$ cat src/arm_params.svh
`ifndef ARM_PARAMS_SVH
`define ARM_PARAMS_SVH
// command opcodes
`define ARM_OP_NCQ_READ   8'h60
`define ARM_OP_MULT_READ  8'hC4
`define ARM_OP_MULT_EXT   8'h29
// device/head fields
`define ARM_DH_FUA        7
`define ARM_DH_LBA_MODE   6
`define ARM_DH_ADDR_MSB   3
`define ARM_DH_28         8'hE0
`define ARM_DH_NCQ        8'h40
// queue tag position in the sector-count field
`define ARM_TAG_MSB       7
`define ARM_TAG_LSB       3
// index of the last 16-bit word in a sector
`define ARM_WORDS_LAST    8'hFF
// full counts for a zero count field
`define ARM_FULL_28       17'h00100
`define ARM_FULL_48       17'h10000
`endif

$ cat src/arm_pkg.sv
`default_nettype none
package arm_pkg;
  typedef enum logic [2:0] {
    ARM_IDLE  = 3'b000,
    ARM_FLUSH = 3'b100,
    ARM_FETCH = 3'b001,
    ARM_POST  = 3'b011,
    ARM_XFER  = 3'b010,
    ARM_DONE  = 3'b110
  } arm_state_t;

  typedef enum logic [1:0] {
    ARM_H_IDLE = 2'b00,
    ARM_H_RUN  = 2'b01
  } arm_hstate_t;

  // media status of one sector: bit0 correctable, bit1 uncorrectable
  typedef logic [1:0] arm_med_t;

  // sector total from a count field, zero meaning the full range
  function automatic logic [16:0] arm_sectors(input logic [15:0] c, input logic wide);
    if (wide)
      return (c == 16'h0000) ? 17'h10000 : {1'b0, c};
    else
      return (c[7:0] == 8'h00) ? 17'h00100 : {9'h000, c[7:0]};
  endfunction : arm_sectors

  // sectors in the next block: whole remainder for queued, else capped by block size
  function automatic logic [16:0] arm_block(input logic [16:0] rem, input logic [7:0] mult,
                                            input logic queued);
    if (queued || rem < {9'h000, mult})
      return rem;
    else
      return {9'h000, mult};
  endfunction : arm_block
endpackage : arm_pkg
`default_nettype wire

$ cat src/arm_link_if.sv
`default_nettype none
interface arm_link_if;
  logic        tf_valid;
  logic [7:0]  tf_cmd;
  logic [7:0]  tf_devhead;
  logic [47:0] tf_lba;
  logic [15:0] tf_count;
  logic [15:0] tf_feat;
  logic        bsy;
  logic        drq;
  logic        err;
  logic        abrt;
  logic        unc;
  logic        corr;
  logic        intrq;
  logic [47:0] lba_out;
  logic        done;
  logic [4:0]  done_tag;
  logic [15:0] dat;
  logic        dat_valid;
  logic        dat_ack;

  modport dev (input tf_valid, tf_cmd, tf_devhead, tf_lba, tf_count, tf_feat, dat_ack,
               output bsy, drq, err, abrt, unc, corr, intrq, lba_out, done, done_tag, dat, dat_valid);
  modport host (output tf_valid, tf_cmd, tf_devhead, tf_lba, tf_count, tf_feat, dat_ack,
                input bsy, drq, err, abrt, unc, corr, intrq, lba_out, done, done_tag, dat, dat_valid);
endinterface : arm_link_if
`default_nettype wire

$ cat src/arm_dev.sv
// Behaviour
// FUA read fetches from media, not cache
// FUA flushes dirty cache before media read
// without FUA, cache or media may serve
// queued read needs NCQ, opcode 60h
// queued count in features, zero means 65536
// tag in count bits, completion reports tag
// one interrupt per block, not per sector
// data request only at block start
// host loads total sectors, not blocks
// trailing partial block holds the remainder
// abort without block size or when disabled
// block errors posted at start, data still sent
// interrupt with each block data request; queued reads raise none until done
// 28-bit read 1..256 sectors, zero means 256
// 48-bit read 1..65536, zero means 65536
// error leaves failing sector address reported
// only correctable errors continue past block
// success reports last sector address read
// 48-bit opcode 29h, high bytes previous
// block size one accepted, larger allowed
// 28-bit opcode C4h, head bits 27:24
`include "arm_params.svh"
`default_nettype none
module arm_dev (
  input  wire logic         clk,
  input  wire logic         resetn,
  input  wire logic         ce,
  arm_link_if.dev           lk,
  input  wire logic [7:0]   mult_block,
  input  wire logic         mult_en,
  input  wire logic         ncq_en,
  input  wire logic         cache_dirty,
  output logic              med_req,
  output logic [47:0]       med_lba,
  output logic              med_bypass,
  input  wire logic         med_ack,
  input  wire arm_pkg::arm_med_t med_status,
  output logic              med_flush,
  input  wire logic         med_flush_done,
  input  wire logic [15:0]  med_word,
  output logic              med_take
);
  import arm_pkg::*;
  arm_state_t  state_reg,   state_next;
  logic [47:0] lba_reg,     lba_next;
  logic [47:0] err_lba_reg, err_lba_next;
  logic [47:0] out_reg,     out_next;
  logic [16:0] remain_reg,  remain_next;
  logic [16:0] blk_reg,     blk_next;
  logic [16:0] fcnt_reg,    fcnt_next; // sectors fetched, then sectors sent, in one block
  logic [7:0]  word_reg,    word_next;
  logic [1:0]  berr_reg,    berr_next;
  logic [4:0]  tag_reg,     tag_next;
  logic [15:0] dat_reg,     dat_next;
  logic        ncq_reg,     ncq_next;
  logic        fua_reg,     fua_next;
  logic        req_reg,     req_next;
  logic        bsy_reg,     bsy_next;
  logic        drq_reg,     drq_next;
  logic        err_reg,     err_next;
  logic        abrt_reg,    abrt_next;
  logic        unc_reg,     unc_next;
  logic        corr_reg,    corr_next;
  logic        intrq_reg,   intrq_next;
  logic        done_reg,    done_next;
  logic        dval_reg,    dval_next;
  logic        take_reg,    take_next;
  logic        flush_reg,   flush_next;
  logic        is_mult, is_ncq, is_28;
  logic [16:0] req_secs;
  // command decode of the incoming task file
  always_comb begin
    is_mult  = (lk.tf_cmd == `ARM_OP_MULT_READ) || (lk.tf_cmd == `ARM_OP_MULT_EXT);
    is_ncq   = (lk.tf_cmd == `ARM_OP_NCQ_READ);
    is_28    = (lk.tf_cmd == `ARM_OP_MULT_READ);
    req_secs = is_ncq ? arm_sectors(lk.tf_feat, 1'b1)
                      : arm_sectors(lk.tf_count, !is_28);
  end

  // command sequencer next state
  always_comb begin
    state_next   = state_reg;
    lba_next     = lba_reg;
    err_lba_next = err_lba_reg;
    out_next     = out_reg;
    remain_next  = remain_reg;
    blk_next     = blk_reg;
    fcnt_next    = fcnt_reg;
    word_next    = word_reg;
    berr_next    = berr_reg;
    tag_next     = tag_reg;
    dat_next     = dat_reg;
    ncq_next     = ncq_reg;
    fua_next     = fua_reg;
    req_next     = req_reg;
    bsy_next     = bsy_reg;
    drq_next     = drq_reg;
    err_next     = err_reg;
    abrt_next    = abrt_reg;
    unc_next     = unc_reg;
    corr_next    = corr_reg;
    dval_next    = dval_reg;
    intrq_next   = 1'b0;
    done_next    = 1'b0;
    take_next    = 1'b0;
    flush_next   = 1'b0;
    case (state_reg)
      ARM_IDLE: begin
        if (lk.tf_valid) begin
          err_next  = 1'b0;
          abrt_next = 1'b0;
          unc_next  = 1'b0;
          corr_next = 1'b0;
          berr_next = 2'b00;
          fcnt_next = 17'h00000;
          if ((is_mult && (mult_block == 8'h00 || !mult_en)) || (is_ncq && !ncq_en) ||
              !(is_mult || is_ncq)) begin
            err_next   = 1'b1;
            abrt_next  = 1'b1;
            state_next = ARM_DONE;
          end else begin
            bsy_next    = 1'b1;
            ncq_next    = is_ncq;
            fua_next    = is_ncq && lk.tf_devhead[`ARM_DH_FUA];
            tag_next    = lk.tf_count[`ARM_TAG_MSB:`ARM_TAG_LSB];
            lba_next    = is_28 ? {20'h00000, lk.tf_devhead[`ARM_DH_ADDR_MSB:0], lk.tf_lba[23:0]}
                                : lk.tf_lba;
            remain_next = req_secs;
            blk_next    = arm_block(req_secs, mult_block, is_ncq);
            if (is_ncq && lk.tf_devhead[`ARM_DH_FUA] && cache_dirty) begin
              flush_next = 1'b1;
              state_next = ARM_FLUSH;
            end else begin
              req_next   = 1'b1;
              state_next = ARM_FETCH;
            end
          end
        end
      end
      ARM_FLUSH: begin
        if (med_flush_done) begin
          req_next   = 1'b1;
          state_next = ARM_FETCH;
        end
      end
      ARM_FETCH: begin
        if (med_ack) begin
          lba_next  = lba_reg + 48'h000000000001;
          fcnt_next = fcnt_reg + 17'h00001;
          if (med_status != 2'b00 && berr_reg == 2'b00)
            err_lba_next = lba_reg;
          berr_next = berr_reg | med_status;
          if (fcnt_reg + 17'h00001 == blk_reg) begin
            req_next   = 1'b0;
            state_next = ARM_POST;
          end
        end
      end
      ARM_POST: begin
        drq_next   = 1'b1;
        bsy_next   = 1'b0;
        intrq_next = !ncq_reg;
        err_next   = berr_reg != 2'b00;
        unc_next   = berr_reg[1];
        corr_next  = berr_reg[0];
        dval_next  = 1'b1;
        dat_next   = med_word;
        take_next  = 1'b1;
        fcnt_next  = 17'h00000;
        state_next = ARM_XFER;
      end
      ARM_XFER: begin
        if (dval_reg && lk.dat_ack) begin
          dval_next = 1'b0;
          word_next = word_reg + 8'h01;
          if (word_reg == `ARM_WORDS_LAST) begin
            fcnt_next = fcnt_reg + 17'h00001;
            if (fcnt_reg + 17'h00001 == blk_reg) begin
              drq_next    = 1'b0;
              remain_next = remain_reg - blk_reg;
              out_next    = berr_reg[1] ? err_lba_reg : lba_reg - 48'h000000000001;
              if (berr_reg[1] || remain_reg == blk_reg) begin
                state_next = ARM_DONE;
              end else begin
                blk_next   = arm_block(remain_reg - blk_reg, mult_block, ncq_reg);
                berr_next  = 2'b00;
                fcnt_next  = 17'h00000;
                bsy_next   = 1'b1;
                req_next   = 1'b1;
                state_next = ARM_FETCH;
              end
            end
          end
        end else if (!dval_reg) begin
          dval_next = 1'b1;
          dat_next  = med_word;
          take_next = 1'b1;
        end
      end
      ARM_DONE: begin
        bsy_next   = 1'b0;
        drq_next   = 1'b0;
        done_next  = 1'b1;
        intrq_next = ncq_reg || abrt_reg;
        state_next = ARM_IDLE;
      end
      default: begin
        state_next = ARM_IDLE;
      end
    endcase
  end

  // state registers, frozen while ce is low
  always_ff @(posedge clk or negedge resetn) begin
    if (!resetn) begin
      state_reg                        <= ARM_IDLE;
      {lba_reg, err_lba_reg, out_reg}  <= 144'h0;
      {remain_reg, blk_reg, fcnt_reg}  <= 51'h0;
      {word_reg, berr_reg, tag_reg}    <= 15'h0000;
      dat_reg                          <= 16'h0000;
      {ncq_reg, fua_reg, req_reg, bsy_reg, drq_reg, err_reg, abrt_reg, unc_reg, corr_reg, intrq_reg, done_reg,
       dval_reg, take_reg, flush_reg} <= 14'h0000;
    end else if (ce) begin
      state_reg   <= state_next;
      lba_reg     <= lba_next;
      err_lba_reg <= err_lba_next;
      out_reg     <= out_next;
      remain_reg  <= remain_next;
      blk_reg     <= blk_next;
      fcnt_reg    <= fcnt_next;
      word_reg    <= word_next;
      berr_reg    <= berr_next;
      tag_reg     <= tag_next;
      dat_reg     <= dat_next;
      ncq_reg     <= ncq_next;
      fua_reg     <= fua_next;
      req_reg     <= req_next;
      bsy_reg     <= bsy_next;
      drq_reg     <= drq_next;
      err_reg     <= err_next;
      abrt_reg    <= abrt_next;
      unc_reg     <= unc_next;
      corr_reg    <= corr_next;
      intrq_reg   <= intrq_next;
      done_reg    <= done_next;
      dval_reg    <= dval_next;
      take_reg    <= take_next;
      flush_reg   <= flush_next;
    end
  end

  // outputs straight from registers
  assign lk.bsy      = bsy_reg;
  assign lk.drq      = drq_reg;
  assign lk.err      = err_reg;
  assign lk.abrt     = abrt_reg;
  assign lk.unc      = unc_reg;
  assign lk.corr     = corr_reg;
  assign lk.intrq    = intrq_reg;
  assign lk.lba_out  = out_reg;
  assign lk.done     = done_reg;
  assign lk.done_tag = tag_reg;
  assign lk.dat      = dat_reg;
  assign lk.dat_valid = dval_reg;
  assign med_req     = req_reg;
  assign med_lba     = lba_reg;
  assign med_bypass  = fua_reg;
  assign med_flush   = flush_reg;
  assign med_take    = take_reg;
endmodule : arm_dev
`default_nettype wire

$ cat src/flat_wrapper.sv
// flat-port wrapper written by rule: the top's interface ports become plain ports
module arm_dev_flat import arm_pkg::*;
  (clk, resetn, ce, mult_block, mult_en, ncq_en, cache_dirty, med_req, med_lba, med_bypass, med_ack, med_status, med_flush, med_flush_done, med_word, med_take, lk_tf_valid, lk_tf_cmd, lk_tf_devhead, lk_tf_lba, lk_tf_count, lk_tf_feat, lk_dat_ack, lk_bsy, lk_drq, lk_err, lk_abrt, lk_unc, lk_corr, lk_intrq, lk_lba_out, lk_done, lk_done_tag, lk_dat, lk_dat_valid);
  arm_link_if lk_i ();
  input  wire logic clk;
  input  wire logic resetn;
  input  wire logic ce;
  input  wire logic [7:0] mult_block;
  input  wire logic mult_en;
  input  wire logic ncq_en;
  input  wire logic cache_dirty;
  output logic med_req;
  output logic [47:0] med_lba;
  output logic med_bypass;
  input  wire logic med_ack;
  input  wire arm_pkg::arm_med_t med_status;
  output logic med_flush;
  input  wire logic med_flush_done;
  input  wire logic [15:0] med_word;
  output logic med_take;
  input wire logic [$bits(lk_i.tf_valid)-1:0] lk_tf_valid;
  input wire logic [$bits(lk_i.tf_cmd)-1:0] lk_tf_cmd;
  input wire logic [$bits(lk_i.tf_devhead)-1:0] lk_tf_devhead;
  input wire logic [$bits(lk_i.tf_lba)-1:0] lk_tf_lba;
  input wire logic [$bits(lk_i.tf_count)-1:0] lk_tf_count;
  input wire logic [$bits(lk_i.tf_feat)-1:0] lk_tf_feat;
  input wire logic [$bits(lk_i.dat_ack)-1:0] lk_dat_ack;
  output wire logic [$bits(lk_i.bsy)-1:0] lk_bsy;
  output wire logic [$bits(lk_i.drq)-1:0] lk_drq;
  output wire logic [$bits(lk_i.err)-1:0] lk_err;
  output wire logic [$bits(lk_i.abrt)-1:0] lk_abrt;
  output wire logic [$bits(lk_i.unc)-1:0] lk_unc;
  output wire logic [$bits(lk_i.corr)-1:0] lk_corr;
  output wire logic [$bits(lk_i.intrq)-1:0] lk_intrq;
  output wire logic [$bits(lk_i.lba_out)-1:0] lk_lba_out;
  output wire logic [$bits(lk_i.done)-1:0] lk_done;
  output wire logic [$bits(lk_i.done_tag)-1:0] lk_done_tag;
  output wire logic [$bits(lk_i.dat)-1:0] lk_dat;
  output wire logic [$bits(lk_i.dat_valid)-1:0] lk_dat_valid;
  assign lk_i.tf_valid = lk_tf_valid;
  assign lk_i.tf_cmd = lk_tf_cmd;
  assign lk_i.tf_devhead = lk_tf_devhead;
  assign lk_i.tf_lba = lk_tf_lba;
  assign lk_i.tf_count = lk_tf_count;
  assign lk_i.tf_feat = lk_tf_feat;
  assign lk_i.dat_ack = lk_dat_ack;
  assign lk_bsy = lk_i.bsy;
  assign lk_drq = lk_i.drq;
  assign lk_err = lk_i.err;
  assign lk_abrt = lk_i.abrt;
  assign lk_unc = lk_i.unc;
  assign lk_corr = lk_i.corr;
  assign lk_intrq = lk_i.intrq;
  assign lk_lba_out = lk_i.lba_out;
  assign lk_done = lk_i.done;
  assign lk_done_tag = lk_i.done_tag;
  assign lk_dat = lk_i.dat;
  assign lk_dat_valid = lk_i.dat_valid;
  arm_dev u_core (.clk(clk), .resetn(resetn), .ce(ce), .lk(lk_i), .mult_block(mult_block), .mult_en(mult_en), .ncq_en(ncq_en), .cache_dirty(cache_dirty), .med_req(med_req), .med_lba(med_lba), .med_bypass(med_bypass), .med_ack(med_ack), .med_status(med_status), .med_flush(med_flush), .med_flush_done(med_flush_done), .med_word(med_word), .med_take(med_take));
endmodule
$ cat config.mk
export PLATFORM = sky130hd
export DESIGN_NAME = arm_dev_flat
export DESIGN_NICKNAME = d
export VERILOG_FILES = /design/src/arm_pkg.sv /design/src/arm_link_if.sv /design/src/arm_dev.sv /design/src/flat_wrapper.sv
export VERILOG_INCLUDE_DIRS = /design/src
export SDC_FILE = /design/constraint.sdc
export NUM_CORES = 1
export LEC_CHECK = 0
export BUFFER_PORTS_ARGS = -buffer_cell sky130_fd_sc_hd__buf_4
export CAP_MARGIN = 20
export CELL_PAD_IN_SITES_DETAIL_PLACEMENT = 1
export CELL_PAD_IN_SITES_GLOBAL_PLACEMENT = 1
export CORE_ASPECT_RATIO = 0.5
export CORE_UTILIZATION = 44
export CTS_BUF_LIST = sky130_fd_sc_hd__clkbuf_8
export DETAILED_ROUTE_END_ITERATION = 8
export GPL_ROUTABILITY_DRIVEN = 0
export PLACE_DENSITY_LB_ADDON = 0.1
export RECOVER_POWER = 50
export SLEW_MARGIN = 0
export SYNTH_ARGS = -nofsm -noshare
export SYNTH_HDL_FRONTEND = slang
export SYNTH_SLANG_ARGS = --single-unit
export TNS_END_PERCENT = 20
$ cat constraint.sdc
create_clock -name clk -period 4.45 [get_ports clk]
set_clock_uncertainty 0.2 [all_clocks]
set_input_delay 0.89 -clock clk [delete_from_list [all_inputs] [get_ports clk]]
set_output_delay 0.89 -clock clk [all_outputs]
set_load 0.005 [all_outputs]
* Word-level counts from Yosys, hierarchy flattened
Cells that the tools add are included.
W data, S select, Z words.
** Word-level totals
- Input port bits :: 132
- Latch bits :: 0
- Memory bits (read-only) :: 0
- Memory bits (writable) :: 0
- Register bits :: 243
- Memories kept :: 0
- Logic and storage cells :: 199
- Output and inout bits :: 130
** Cells by class
- Reduce and logical (&&, ||, !) cells :: 54
- Multiply operators :: 0
- Bitwise gates (word level) :: 2
- Divide/modulo/power cells :: 0
- Muxes and demuxes :: 88
- Eq/ne operators :: 23
- Magnitude comparators :: 2
- Shift operators :: 0
- Add/subtract/negate cells :: 5
** Operators by type and width (number)
- $mux W17 :: 23
- $mux W48 :: 5
- $pmux W48 S2 :: 1
- $pmux W17 S2 :: 2
- $pmux W17 S4 :: 1
- $add A48 B1 Y48 const B :: 1
- $sub A48 B1 Y48 const B :: 1
- $eq A17 B17 Y1 :: 2
- $lt A17 B8 Y1 :: 2
- $logic_not A16 Y1 :: 2
- $mux W16 :: 2
- $pmux W16 S2 :: 1
- $reduce_and A8 Y1 :: 4
- $mux W3 :: 10
- $mux W1 :: 25
- $add A17 B1 Y17 const B :: 1
- $sub A17 B17 Y17 :: 1
- $eq A8 B8 Y1 const B :: 2
- $logic_not A8 Y1 :: 2
- $ne A2 B2 Y1 const B :: 8
- $pmux W3 S5 :: 1
- $reduce_and A5 Y1 :: 3
- $mux W2 :: 6
- $pmux W1 S2 :: 6
- 28 further kinds :: 62

* Longest topological paths before layout
- Word-level depth :: 10
- Gate-level depth with buffers :: 18
- Gate-level depth less buffers :: 16

* Worst setup path before layout
No wires, ideal clock.
- Path kind :: in2reg
- Start point :: input port lk_tf_cmd[0]
- End point :: register u_core.blk_reg[0]
- Stages :: 18
- Data arrival time :: 4.602 ns
- Buffers on the path :: 4
- Setup time :: 0.124 ns
- Slack :: -0.475 ns
- Required time :: 4.126 ns
- Path through :: nor4b_1 and2_1 clkbuf_1 buf_1 nand2_1 nand2_1 ha_1 a211oi_1 o21a_1 a21o_1 a31oi_1 or3_1 clkbuf_1 clkbuf_1 mux2i_1 a211oi_1 a21o_1 a211o_1
** On the way
- Cells in the longest elaborated chain, start to end :: 9
- Elaborated cells on any way between the ends :: 20
- Those cells by class :: order compare (1); eq/ne (4); mux (6); reduce/logical (9)
** RTL lines
- from (decl) :: line flat_wrapper.sv:22 : input wire logic [$bits(lk_i.tf_cmd)-1:0] lk_tf_cmd;
- $eq A8 B8 Y1 (no line)
- $mux W17 :: line arm_pkg.sv:22 : if (wide)
- $mux W17 :: line arm_dev.sv:77 : req_secs = is_ncq ? arm_sectors(lk.tf_feat, 1'b1)
- $lt A17 B8 Y1 :: line arm_pkg.sv:31 : if (queued || rem < {9'h000, mult})
- $logic_or A1 B1 Y1 :: line arm_pkg.sv:31
- $mux W17 :: line arm_pkg.sv:31
- $mux W17 :: line arm_dev.sv:117 : if ((is_mult && (mult_block == 8'h00 || !mult_en)) || (is_ncq && !ncq_en) ||
- $mux W17 :: line arm_dev.sv:110 : if (lk.tf_valid) begin
- $pmux W17 S2 :: line arm_dev.sv:108 : case (state_reg)
- to (signal assigned) :: line arm_dev.sv:230 : blk_reg <= blk_next;
- to (decl) :: line arm_dev.sv:50 : logic [16:0] blk_reg, blk_next;
Several ways; a longest one is shown, not always the timed one. The select of a mux whose other input is x is not followed.
A chain may end at the register's enable or synchronous reset.

* Worst setup path after layout
- Start point :: register u_core.fcnt_reg[0]
- End point :: register u_core.out_reg[0] (netlist: u_core.lk.lba_out[0])
** On the way
- Cells in the longest elaborated chain, start to end :: 3
** RTL lines
- from (decl) :: line arm_dev.sv:51 : logic [16:0] fcnt_reg, fcnt_next;
- from (signal assigned) :: line arm_dev.sv:231 : fcnt_reg <= fcnt_next;
- $add A17 B1 Y17 :: line arm_dev.sv:179 : if (fcnt_reg + 17'h00001 == blk_reg) begin
- $eq A17 B17 Y1 :: line arm_dev.sv:179
- $reduce_and A5 Y1 (no line)
- to (signal assigned) :: line arm_dev.sv:228 : out_reg <= out_next;
- to (decl) :: line arm_dev.sv:48 : logic [47:0] out_reg, out_next;
Every way passes these cells.

==> results by group <==
STA
  – Slew margin rel.: -58.8%
  – Total negative slack: 0 ps
  – Worst setup margin: 218 ps
  – Hold Vio Cnt, Final: 0
  – Finish-stage setup viols: 0
  – Worst Max-Slew Pin Slew: approximately 2400 ps
  – Fin crit share: 95.1%
  – Clock period minus final worst setup slack: 4230 ps
  – Slew Viols, Final: 158
  – Maximum clock rate: between 200 and 250 MHz

Pwr
  – P_leak: 8.30 nW
  – Pint: 5.53 mW
  – Clock share of power: 22.8%
  – Combinational share of power: 37.8%
  – Maximum VDD drop: between 0.2 and 0.25 mV
  – Net Sw Power: 3.80 mW
  – Pwr Total: 9.33 mW
  – Cell area power density: 507 mW/mm^2
  – Flop pwr share: 39.5%
  – Net switching share of the total power: approximately two fifths

Worst setup path
  – Critical path peak fanout: 54
  – Slowest CP cell: or4_1
  – Req. time, crit path: 4690 ps
  – Worst setup path startpoint: u_core.fcnt_reg[0]$_DFFE_PN0P_
  – CP dominant cell by count: a211oi_1
  – CP Cell Sequence: ha_1 -> nand4_1 -> nor4_4 -> a211oi_1 -> a211oi_1 -> nor2_1 -> or4_1 -> or3_2 -> buf_12 -> mux2_2
  – CP peak stage delay: 680 ps
  – R2r startpoint: u_core.fcnt_reg[0]$_DFFE_PN0P_
  – FF-to-FF path depth: 10
  – Worst setup SP type: register
  – Critical path class: register to register
  – CP Capture Type: register
  – CP Data Arrival Time: 4470 ps

Placement
  – Place WS: -92.6 ps
  – Hpwl dp: 39.0 mm
  – Post-place instance area: 0.0176 sq mm
  – Port Buffers: approximately 260

Global routing
  – Initial antenna violation count: 2
  – GRT overflow: 0
  – Largest net degree at the start of global routing: 89
  – Global-route wire length before repair: 84.0 mm
  – GRT Total Usage: 30.1%
  – Vias in the first global route: around 15000

Routing
  – Pre-antenna DRT Iters: 5
  – Post-DR wirelength/cell: 21.5 um
  – Residual DRC: 0
  – Number of antenna-violating nets in the routed design: 0
  – Detailed Route Iter0 Violations: 1067
  – Average vias per placed instance: 5.94
  – Post-Route WL: 52.9 mm
  – Routed via count: 14600

Synth
  – Synth Cell Area: about 0.015 sq mm
  – Syn_nets: 1910
  – Post-synth top flop: dfrtp_1
  – Asr flop ratio synth: 100%
  – Post-synthesis sequential area ratio: 40.7%
  – Mapped Avg Cell Area: 8.58 sq um
  – Yosys warning count: 0
  – FF+latch count, synth: 243
  – Post-synth EDFFs: 0
  – Mapped Cells: 1743
  – Synth unique cells: 77

Layout
  – Commonest non-fill, non-tap cell in the layout: buf_4
  – Proportion of layout cells with a drive suffix above 1: 24.3%
  – NumNets Final: 2164
  – Area grow syn2layout: 22.9%
  – Final Cell Area: between 0.015 and 0.02 sq mm
  – Most frequent cells in the layout: 258 x buf_4, 242 x dfrtp_1, 226 x nand2_1

Die
  – Initial core utilization: roughly 45%
  – Rows: 47
  – Die Y: between 100 and 150 um
  – IO Count: 262
  – Die W: 263 um
  – Core area: between 0.03 and 0.04 sq mm
  – Die area: 0.0348 sq mm

Min path
  – Hold wc startpoint: u_core.lk.lba_out[9]$_DFFE_PN0P_
  – Cell count of the worst hold path: 2
  – Hold Crit Class: register to register

Clock tree
  – H-tree level count: 2
  – Clk sink count: approximately 240
  – Clock-pin transition on the worst setup and hold timing paths: approximately 70 ps
  – CTS Root Cell: clkbuf_8
  – Post-CTS Hold Buffers: 0
  – Clock latency on the worst-skew pair: approximately 570 ps
  – Clk buf depth: 3
  – Total CTS buffers: 39
  – CTS tree: built

Run status
  – Status: finished, violations left
  – Failing checks: capacitance limit, slew limit

Flow run
  – Max-cap violations: 3
## through the flow
stage | std cells | hold WS (ps) | utilization, %
2_1_floorplan | 1743 | 246 | -
4_1_cts | 2461 | 145 | 55.3
5_1_grt | 2464 | 306 | 55.2
3_3_place_gp | 2396 | 260 | 52.9
6_report | 2464 | 278 | 55.2
3_5_place_dp | 2396 | 272 | 52.9
## layer usage
metal	up-vias	track usage, %	wire length (um)
li1	6771	-	-
met1	7344	39.4	23100
met2	409	50.8	25800
met3	110	5.47	2580
met4	0	9.41	1440
met5	-	0	0
## synth_stat cells (all sizes together), types with 8 or more instances
cell | instances | area (sq um)
a211oi | 12 | 90.1
a21o | 11 | 82.6
a21oi | 172 | 861
a22o | 14 | 123
a22oi | 13 | 97.6
a31oi | 21 | 131
and2 | 11 | 68.8
and3 | 21 | 131
buf | 23 | 116
clkbuf | 89 | 334
dfrtp | 243 | 6080
ha | 34 | 425
inv | 55 | 206
mux2 | 82 | 923
mux2i | 25 | 250
nand2 | 227 | 852
nand2b | 8 | 50.1
nand3 | 45 | 225
nand4 | 21 | 131
nor2 | 141 | 529
nor2b | 9 | 56.3
nor3 | 31 | 155
nor4 | 24 | 178
o21ai | 173 | 870
o22ai | 10 | 62.6
o31ai | 8 | 65.1
or3 | 22 | 143
or4 | 20 | 161
xnor2 | 52 | 455
xor2 | 23 | 201
## path summary, 6_finish.rpt
check,end,slack (ps)
setup / recovery,u_core.lk.lba_out[0]$_DFFE_PN0P_,220
hold / removal,u_core.lk.lba_out[9]$_DFFE_PN0P_,280
setup reg to reg,u_core.lk.lba_out[0]$_DFFE_PN0P_,220
min in group asynchronous,u_core.err_lba_reg[38]$_DFFE_PN0P_,800
hold reg to reg,u_core.lk.lba_out[9]$_DFFE_PN0P_,280
max in group asynchronous,u_core.err_lba_reg[5]$_DFFE_PN0P_,630
## power groups by stage
stage               logic [mW]  clock network [mW]  registers [mW]
floorplan                 2.29                   0            3.25
detailed placement        3.50                   0            3.69
global route              3.86                2.26            3.78
finish                    3.52                2.12            3.68
CTS                       3.52                2.16            3.66
global placement          3.34                   0            3.63
## cells by family after synthesis
kind of cell	synth area share, %
compound gates	20.1
xor+xnor	4.39
fa+ha+maj	2.98
buf+inv	4.42
flops	40.7
mux	7.85
simple gates	19.6
## worst max-delay path: cells and delay by family, from the launching register on
family	cells	cell delay, ps
AND/OR/NAND/NOR	5	2080
AO/OA/AOI/OAI	2	550
flip-flops	1	470
multiplexers	1	290
adder cells (fa/ha/maj)	1	270
buffers and inverters	1	220
## final cells by class
type                       count  area (sq um)
timing repair buffer         325          2430
inverter                      56           210
clock buffer                  48           661
clock inverter                17           154
antenna                        2          5.00
fill                        3942         14900
sequential                   243          6080
tap                          441           552
multi-input combinational   1332          8290
## timing repair
item / 4_1_cts / 5_1_grt
gates resized for setup: 0 / 2
hold endpoints to repair: 0 / 0
setup buffers: 0 / 0
setup endpoints to repair: 0 / 29
Power figures use the tool's default switching activity.
